### config.mk
export PLATFORM = sky130hd
export DESIGN_NAME = emo_ctrl
export DESIGN_NICKNAME = d
export VERILOG_FILES = /design/src/shared/emo_pkg.sv /design/src/design/emo_ctrl.sv /design/src/design/emo_pulse_gen.sv
export VERILOG_INCLUDE_DIRS = /design/src /design/src/shared
export SDC_FILE = /design/constraint.sdc
export NUM_CORES = 2
export LEC_CHECK = 0
export BUFFER_PORTS_ARGS = -buffer_cell sky130_fd_sc_hd__buf_4
export CAP_MARGIN = 25
export CORE_AREA = 2 2 232 234
export CTS_CLUSTER_DIAMETER = 100
export DETAILED_ROUTE_END_ITERATION = 8
export DIE_AREA = 0 0 234 236
export PLACE_DENSITY = 0.83
export SLEW_MARGIN = 20
export SYNTH_ARGS = -nofsm -noshare
export SYNTH_HDL_FRONTEND = slang
export SYNTH_HIERARCHICAL = 1
export SYNTH_SLANG_ARGS = --single-unit
### constraint.sdc
create_clock -name i_clk -period 16.1 [get_ports i_clk]
set_input_delay 0.805 -clock i_clk [delete_from_list [all_inputs] [get_ports i_clk]]
set_output_delay 0.805 -clock i_clk [all_outputs]
set_load 0.005 [all_outputs]
### src/shared/emo_defines.svh
// register offsets, reset values, mode limit and timing constants
`ifndef EMO_DEFINES_SVH
`define EMO_DEFINES_SVH
`define EMO_ADDR_DIR 12'h0F4
`define EMO_ADDR_MODE 12'h0F6
`define EMO_ADDR_CHK 12'h41C
`define EMO_DIR_RST 1'h0
`define EMO_MODE_RST 4'h0
`define EMO_CHK_RST 1'h0
`define EMO_MODE_MAX 4'hE
`define EMO_CLK_HZ 64'd100000000
`define EMO_EDGES_PER_LINE 64'd4
`endif

### src/shared/emo_pkg.sv
// types shared by the emulated pulse output control block
package emo_pkg;
  typedef enum logic [1:0] {
    EMO_FMT_OFF,
    EMO_FMT_QUAD,
    EMO_FMT_STEPDIR,
    EMO_FMT_CWCCW
  } emo_fmt_t;
  typedef enum logic [1:0] {
    EMO_IDX_NONE,
    EMO_IDX_REV,
    EMO_IDX_ABS,
    EMO_IDX_PASS
  } emo_idx_t;
endpackage : emo_pkg

### src/design/emo_ctrl.sv
// emulated encoder output control: registers, direction, index, overspeed
`timescale 1ns/1ns
`default_nettype none
`include "emo_defines.svh"
module emo_ctrl
  import emo_pkg::*;
#(
  parameter int POS_W = 16,
  parameter int VEL_W = 16,
  parameter int PW_W = 16
) (
  input wire logic i_clk, // control clock, 100 MHz
  input wire logic i_rstn, // sync reset, active low
  input wire logic i_ce, // clock enable, freezes state when low
  input wire logic [11:0] i_reg_addr, // parameter address
  input wire logic i_reg_wr, // write strobe
  input wire logic i_reg_rd, // read strobe
  input wire logic [15:0] i_reg_wdata, // write data
  output logic [15:0] o_reg_rdata, // read data, one cycle after strobe
  input wire logic i_drive_direction_bit, // drive-wide direction
  input wire logic [POS_W-1:0] i_lines_per_rev_setting, // lines/rev
  input wire logic [PW_W-1:0] i_output_pulse_width_setting, // cycles
  input wire logic [POS_W-1:0] i_index_offset_setting, // offset in rev
  input wire logic [31:0] i_index_turn_setting, // turn of abs index
  input wire logic i_fb_step, // feedback moved one line
  input wire logic i_fb_up, // that move raised feedback
  input wire logic [POS_W-1:0] i_rev_pos, // position within one rev
  input wire logic [31:0] i_turn, // present turn number
  input wire logic i_phys_index, // physical index from encoder
  input wire logic [VEL_W-1:0] i_velocity, // motor speed, rev/s magnitude
  output logic o_pulse_a, // emulated pulse output line a
  output logic o_pulse_b, // emulated pulse output line b
  output logic o_pulse_index, // emulated pulse output index
  output logic o_output_overspeed_fault // overspeed fault level
);
  localparam int PROD_W = VEL_W + POS_W + PW_W + 3;

  ////////////////////////////////////////////////////////////////////////
  logic dir_q, dir_d, chk_q, chk_d;
  logic [3:0] mode_q, mode_d;
  logic [15:0] rdata_q, rdata_d;

  // parameter writes; a mode above 14 is refused and the old mode stays
  always_comb begin
    dir_d = dir_q;
    chk_d = chk_q;
    mode_d = mode_q;
    rdata_d = rdata_q;
    if (i_reg_wr) begin
      if (i_reg_addr == `EMO_ADDR_DIR) begin
        dir_d = i_reg_wdata[0];
      end else if (i_reg_addr == `EMO_ADDR_MODE) begin
        if (i_reg_wdata <= 16'(`EMO_MODE_MAX)) begin
          mode_d = i_reg_wdata[3:0];
        end
      end else if (i_reg_addr == `EMO_ADDR_CHK) begin
        chk_d = i_reg_wdata[0];
      end
    end
    if (i_reg_rd) begin
      if (i_reg_addr == `EMO_ADDR_DIR) begin
        rdata_d = {15'h0000, dir_q};
      end else if (i_reg_addr == `EMO_ADDR_MODE) begin
        rdata_d = {12'h000, mode_q};
      end else if (i_reg_addr == `EMO_ADDR_CHK) begin
        rdata_d = {15'h0000, chk_q};
      end else begin
        rdata_d = 16'h0000;
      end
    end
  end

  // parameter registers
  always_ff @(posedge i_clk) begin
    if (!i_rstn) begin
      dir_q <= `EMO_DIR_RST;
      chk_q <= `EMO_CHK_RST;
      mode_q <= `EMO_MODE_RST;
      rdata_q <= 16'h0000;
    end else if (i_ce) begin
      dir_q <= dir_d;
      chk_q <= chk_d;
      mode_q <= mode_d;
      rdata_q <= rdata_d;
    end
  end
  assign o_reg_rdata = rdata_q;

  ////////////////////////////////////////////////////////////////////////
  emo_fmt_t fmt;
  emo_idx_t idx;

  // mode decode; inputs, general i/o and feedback modes give no output
  always_comb begin
    fmt = EMO_FMT_OFF;
    idx = EMO_IDX_NONE;
    case (mode_q)
      4'h1: begin fmt = EMO_FMT_QUAD; idx = EMO_IDX_REV; end
      4'h2: begin fmt = EMO_FMT_QUAD; idx = EMO_IDX_ABS; end
      4'h6: begin fmt = EMO_FMT_STEPDIR; idx = EMO_IDX_REV; end
      4'h7: begin fmt = EMO_FMT_STEPDIR; idx = EMO_IDX_ABS; end
      4'h8: begin fmt = EMO_FMT_CWCCW; idx = EMO_IDX_REV; end
      4'h9: begin fmt = EMO_FMT_CWCCW; idx = EMO_IDX_ABS; end
      4'hC: begin fmt = EMO_FMT_QUAD; idx = EMO_IDX_PASS; end
      4'hD: begin fmt = EMO_FMT_STEPDIR; idx = EMO_IDX_PASS; end
      4'hE: begin fmt = EMO_FMT_CWCCW; idx = EMO_IDX_PASS; end
      default: begin fmt = EMO_FMT_OFF; idx = EMO_IDX_NONE; end
    endcase
  end

  ////////////////////////////////////////////////////////////////////////
  logic eff_dir, out_up;

  // the output counts with feedback when the two bits agree
  assign eff_dir = i_drive_direction_bit ^ dir_q;
  assign out_up = i_fb_up ^ eff_dir;

  emo_pulse_gen #(
    .PW_W(PW_W)
  ) u_gen (
    .i_clk(i_clk),
    .i_rstn(i_rstn),
    .i_ce(i_ce),
    .i_fmt(fmt),
    .i_pw(i_output_pulse_width_setting),
    .i_step(i_fb_step),
    .i_up(out_up),
    .o_a(o_pulse_a),
    .o_b(o_pulse_b),
    .o_busy()
  );

  ////////////////////////////////////////////////////////////////////////
  logic hit_q, hit_d, idx_q, idx_d, hit_now;

  // index on the cycle the offset is first reached, not while it sits
  always_comb begin
    hit_now = (i_rev_pos == i_index_offset_setting);
    hit_d = hit_now;
    idx_d = 1'b0;
    case (idx)
      EMO_IDX_REV: idx_d = hit_now & ~hit_q;
      EMO_IDX_ABS: begin
        idx_d = hit_now & ~hit_q & (i_turn == i_index_turn_setting);
      end
      EMO_IDX_PASS: idx_d = i_phys_index;
      default: idx_d = 1'b0;
    endcase
  end

  // index registers
  always_ff @(posedge i_clk) begin
    if (!i_rstn) begin
      hit_q <= 1'b0;
      idx_q <= 1'b0;
    end else if (i_ce) begin
      hit_q <= hit_d;
      idx_q <= idx_d;
    end
  end
  assign o_pulse_index = idx_q;

  ////////////////////////////////////////////////////////////////////////
  logic [PROD_W-1:0] need_q, need_d;
  logic flt_q, flt_d;
  logic [PW_W-1:0] pw_eff;

  // limit: vel * lines * edges * width cycles must fit in one second;
  // multiplying avoids a divider at the cost of one pipeline stage
  always_comb begin
    pw_eff = (i_output_pulse_width_setting == '0) ? PW_W'(1)
           : i_output_pulse_width_setting;
    need_d = PROD_W'(i_velocity) * PROD_W'(i_lines_per_rev_setting)
           * PROD_W'(pw_eff) * PROD_W'(`EMO_EDGES_PER_LINE);
    flt_d = chk_q && (fmt != EMO_FMT_OFF)
          && (need_q > PROD_W'(`EMO_CLK_HZ));
  end

  // overspeed registers
  always_ff @(posedge i_clk) begin
    if (!i_rstn) begin
      need_q <= '0;
      flt_q <= 1'b0;
    end else if (i_ce) begin
      need_q <= need_d;
      flt_q <= flt_d;
    end
  end
  assign o_output_overspeed_fault = flt_q;
endmodule : emo_ctrl
`default_nettype wire

### src/design/emo_pulse_gen.sv
// line pulse generator: quadrature, step/dir or cw/ccw from count steps
`timescale 1ns/1ns
`default_nettype none
module emo_pulse_gen
  import emo_pkg::*;
#(
  parameter int PW_W = 16
) (
  input wire logic i_clk, // control clock
  input wire logic i_rstn, // sync reset, active low
  input wire logic i_ce, // clock enable
  input wire emo_fmt_t i_fmt, // selected line format
  input wire logic [PW_W-1:0] i_pw, // pulse width in cycles
  input wire logic i_step, // one count step request
  input wire logic i_up, // step raises the output count
  output logic o_a, // line a
  output logic o_b, // line b
  output logic o_busy // pulse in progress
);
  logic [PW_W-1:0] cnt_q, cnt_d;
  logic [1:0] ph_q, ph_d;
  logic a_q, a_d, b_q, b_d;
  logic [PW_W-1:0] pw_eff;

  // a zero width would never end a pulse, so it counts as one cycle
  assign pw_eff = (i_pw == '0) ? PW_W'(1) : i_pw;

  // next state: steps that arrive while a pulse runs are dropped
  always_comb begin
    cnt_d = cnt_q;
    ph_d = ph_q;
    a_d = a_q;
    b_d = b_q;
    if (i_fmt == EMO_FMT_OFF) begin
      cnt_d = '0;
      a_d = 1'b0;
      b_d = 1'b0;
    end else if (cnt_q != '0) begin
      cnt_d = cnt_q - PW_W'(1);
      if (cnt_q == PW_W'(1) && i_fmt != EMO_FMT_QUAD) begin
        a_d = 1'b0;
        b_d = (i_fmt == EMO_FMT_STEPDIR) ? b_q : 1'b0;
      end
    end else if (i_step) begin
      cnt_d = pw_eff;
      case (i_fmt)
        EMO_FMT_QUAD: begin
          ph_d = i_up ? ph_q + 2'h1 : ph_q - 2'h1;
          a_d = ph_d[1];
          b_d = ph_d[1] ^ ph_d[0];
        end
        EMO_FMT_STEPDIR: begin
          a_d = 1'b1;
          b_d = i_up;
        end
        default: begin
          a_d = i_up;
          b_d = ~i_up;
        end
      endcase
    end
    // quadrature lines always show the phase, so entering that format
    // from another one cannot leave the lines out of step with it
    if (i_fmt == EMO_FMT_QUAD) begin
      a_d = ph_d[1];
      b_d = ph_d[1] ^ ph_d[0];
    end
  end

  // registers, frozen while the clock enable is low
  always_ff @(posedge i_clk) begin
    if (!i_rstn) begin
      cnt_q <= '0;
      ph_q <= 2'h0;
      a_q <= 1'b0;
      b_q <= 1'b0;
    end else if (i_ce) begin
      cnt_q <= cnt_d;
      ph_q <= ph_d;
      a_q <= a_d;
      b_q <= b_d;
    end
  end

  assign o_a = a_q;
  assign o_b = b_q;
  assign o_busy = (cnt_q != '0);
endmodule : emo_pulse_gen
`default_nettype wire

==> results.md <==
- Status: finished clean
- RSZ-0062 raised after global routing: false
- Via count: 25,709
- Core area: 53,100 um2
- Worst Reg-to-Reg Cells: 8
- Max H-tree Level: 3
- CP bufs+invs: 7
- Final hold violations: 0
- IO Count: ~200
- Fraction of registers with async set or reset after synthesis: 0%
- Post-synth top area cell: fa_1
- CTS Hold Bufs: 0
- Worst-margin pin slew: 1.06 ns
- DIE AREA: 55,200 um2
- Top area cells in the synthesized netlist: fa_1, ha_1, inv_1
- CTS tree: done
- Routability cong.: between 0.9 and 1
- Synth cell types: 91
- Pre-antenna DRT Iters: 7
- Cts repair resizes: 0
- Critical Path AT: between 10 and 15 ns
- Tightest Hold Check Type: reg2reg
- Worst R2R Start: u_gen/cnt_q[0]
- Detail Route Antenna Nets: 0
- Most common cell in the netlist: inv_1
- GRT Util Overall: 29.8%
- Synth cell count leaders: inv_1, fa_1, nand2_1, and2_1, ha_1
- #FFs+latches synth: between 80 and 90
- First-pass GRT wire length: 134 mm
- Row cnt: 85
- Pins over their slew limit: 0
- Cell area after synthesis: 31,400 um2
- P&R area growth vs syn: 6.32%
- Sink Count: 85
- Hold Startpoint: need_q[44]
- Post-route insts no fill: ~4,400
- Initial antenna violation count: 0
- Synth top area share: between 30% and 40%
- Placed cells: 4,414
- R2r setup slk: 12.89 ns
- Drt drc: 0
- Hold path endpoint: need_q[44]
- DR iter-0 viols: 1,856
- Post-detail-place hpwl: between 60 and 70 mm
- Number of synthesized flops with an enable pin: 0
- Root Buffer: clkbuf_16
- WP data required: around 16 ns
- Crit-path leading delay family: adder cells
- Cell count after synthesis: 3,706
- Register area share after synthesis: between 5 and 6%
- Crit-path slowest cell: ha_1
- Vias/cell: 5.80
- Max Clock Skew: 0.00465 ns
- Initial core utilization: 59.3%
- CP Launch Type: input port
- Routed WL per cell: 17.8 um
- Die width: 234 um
- Kind of critical path: in2reg
- Fraction of layout cells with a size suffix above 1: around 8.4%
- Vias in the first global route: 27,047
- Setup violators final: 0
- Maximum number of pins on one net before global-route repair: 69
- Fin crit period: roughly 12 ns
- Synthesized area per cell: 8.48 um2
- Maxcap violations: 0
- Max frequency: about 81 MHz
- Worst skew pair latency: around 0.33 ns
- N_diodes: 0
- Main synth FF type: dfxtp_1
- Setup TNS: 0 ns
- RR Endpoint: u_gen/cnt_q[14]
- Num CTS Buffers: 9
- Max clock buf depth: 2
- Port Buf Inserts: 188
- Total wire length: 78.8 mm
- Post-CTS Setup Inserts: 0
- Crit. End Element: flip-flop
- Ratio of final minimum period to clock period: about three quarters
- CP peak stage delay: 0.86 ns
- Grt total ovfl: 0
- Cell mode on critical path: fa_1
- Warnings, synthesis: 6
- Clk slew on worst S/H paths: about 0.060 ns
- Min-Delay Path Depth: 2
- Relative slew slack: 28.9%
- Final nets: roughly 4,800
- Die Span Y: 236 um
- CP Max Fanout: 36
## logic make-up (layout without fill, tap and decap cells)
logic type,Yosys count,count (layout),share of synthesized area [%]
AOI/OAI and AO/OA,385,385,8.12
xor gates and xnor gates,104,104,2.90
adders and majority gates,845,845,48.2
buffers and inverters,885,901,10.8
DFF,85,85,5.41
muxes,87,87,2.94
other,1,12,0.0119
and+or+nand+nor,1314,1314,21.6
## through the flow
step | cell area, um2 | util (%) | hold slack (ns) | setup WS (ns)
6_report | 33400 | 63.0 | 0.473 | 3.75
5_1_grt | 33400 | 63.0 | 0.493 | 3.11
4_1_cts | 33400 | 63.0 | 0.472 | 3.84
3_5_place_dp | 33100 | 62.5 | 0.463 | 3.53
3_3_place_gp | 33100 | 62.5 | 0.455 | 3.72
2_1_floorplan | 31500 | - | 0.440 | 4.57
## cells in the final DEF (no fill, tap or decap), types with 15 or more instances in the layout
master	Yosys	final
and3_1	29	29
xnor2_1	70	67
ha_1	233	232
xor2_1	34	33
buf_4	14	218
nor2_1	132	132
nand4_1	37	37
fa_1	612	612
inv_1	665	665
o211ai_1	21	21
and2_1	259	259
and3b_1	24	24
nor3_1	35	34
dfxtp_1	85	85
a211oi_1	24	24
o21a_1	26	26
mux2_2	32	32
nor4_1	23	23
a21o_1	25	25
nand3_1	62	62
nand2_1	513	513
a21oi_1	116	114
nor2b_1	15	15
nand3b_1	56	56
nand2b_1	60	60
o21ai_0	64	64
mux2i_1	54	54
## sequential cells by signal (all words and copies together), names as in the netlist
signal and flops:
u_gen/o_a 1, idx 2, u_gen/ph_q 2, fmt 2
u_gen/o_b 1, dir_q 1, need_q 48, o_reg_rdata 4
chk_q 1, u_gen/cnt_q 16, mode_q 4, hit_q 1
o_output_overspeed_fault 1, o_pulse_index 1
## tightest hold or removal path: stages, from the launching register on
cell	delay [ns]
dfxtp_1	0.31
nand2b_1	0.06
a21oi_1	0.05
## per-layer routing
layer | vias to the layer above | wire, um | track usage, %
met5 | - | 0 | 0
met4 | 0 | 2630 | 9.30
met3 | 207 | 7020 | 4.82
met2 | 1304 | 38000 | 49.4
met1 | 12574 | 31200 | 39.9
li1 | 11624 | - | -
## worst max-delay path by stage
| stage | startpoint | to | cells after the start |
|---|---|---|---|
| 2_1_floorplan | i_lines_per_rev_setting[1] | need_q[49] | 38 |
| 3_3_place_gp | i_velocity[12] | need_q[48] | 36 |
| 3_5_place_dp | i_velocity[12] | need_q[49] | 38 |
| 4_1_cts | i_velocity[12] | need_q[49] | 38 |
| 5_1_grt | i_velocity[12] | need_q[49] | 37 |
| 6_report | i_velocity[12] | need_q[49] | 35 |
## area by class of cell
cell class,count,area (um2)
Fill cell,4436,19600
Inverter,668,2510
Sequential cell,85,1700
Clock buffer,11,233
Timing Repair Buffer,218,1640
Clock inverter,4,50.0
Tap cell,696,871
Multi-Input combinational cell,2747,26400
Power is not shown: default switching activity piles up to over one toggle a cycle in this logic, so the estimate is an artifact.
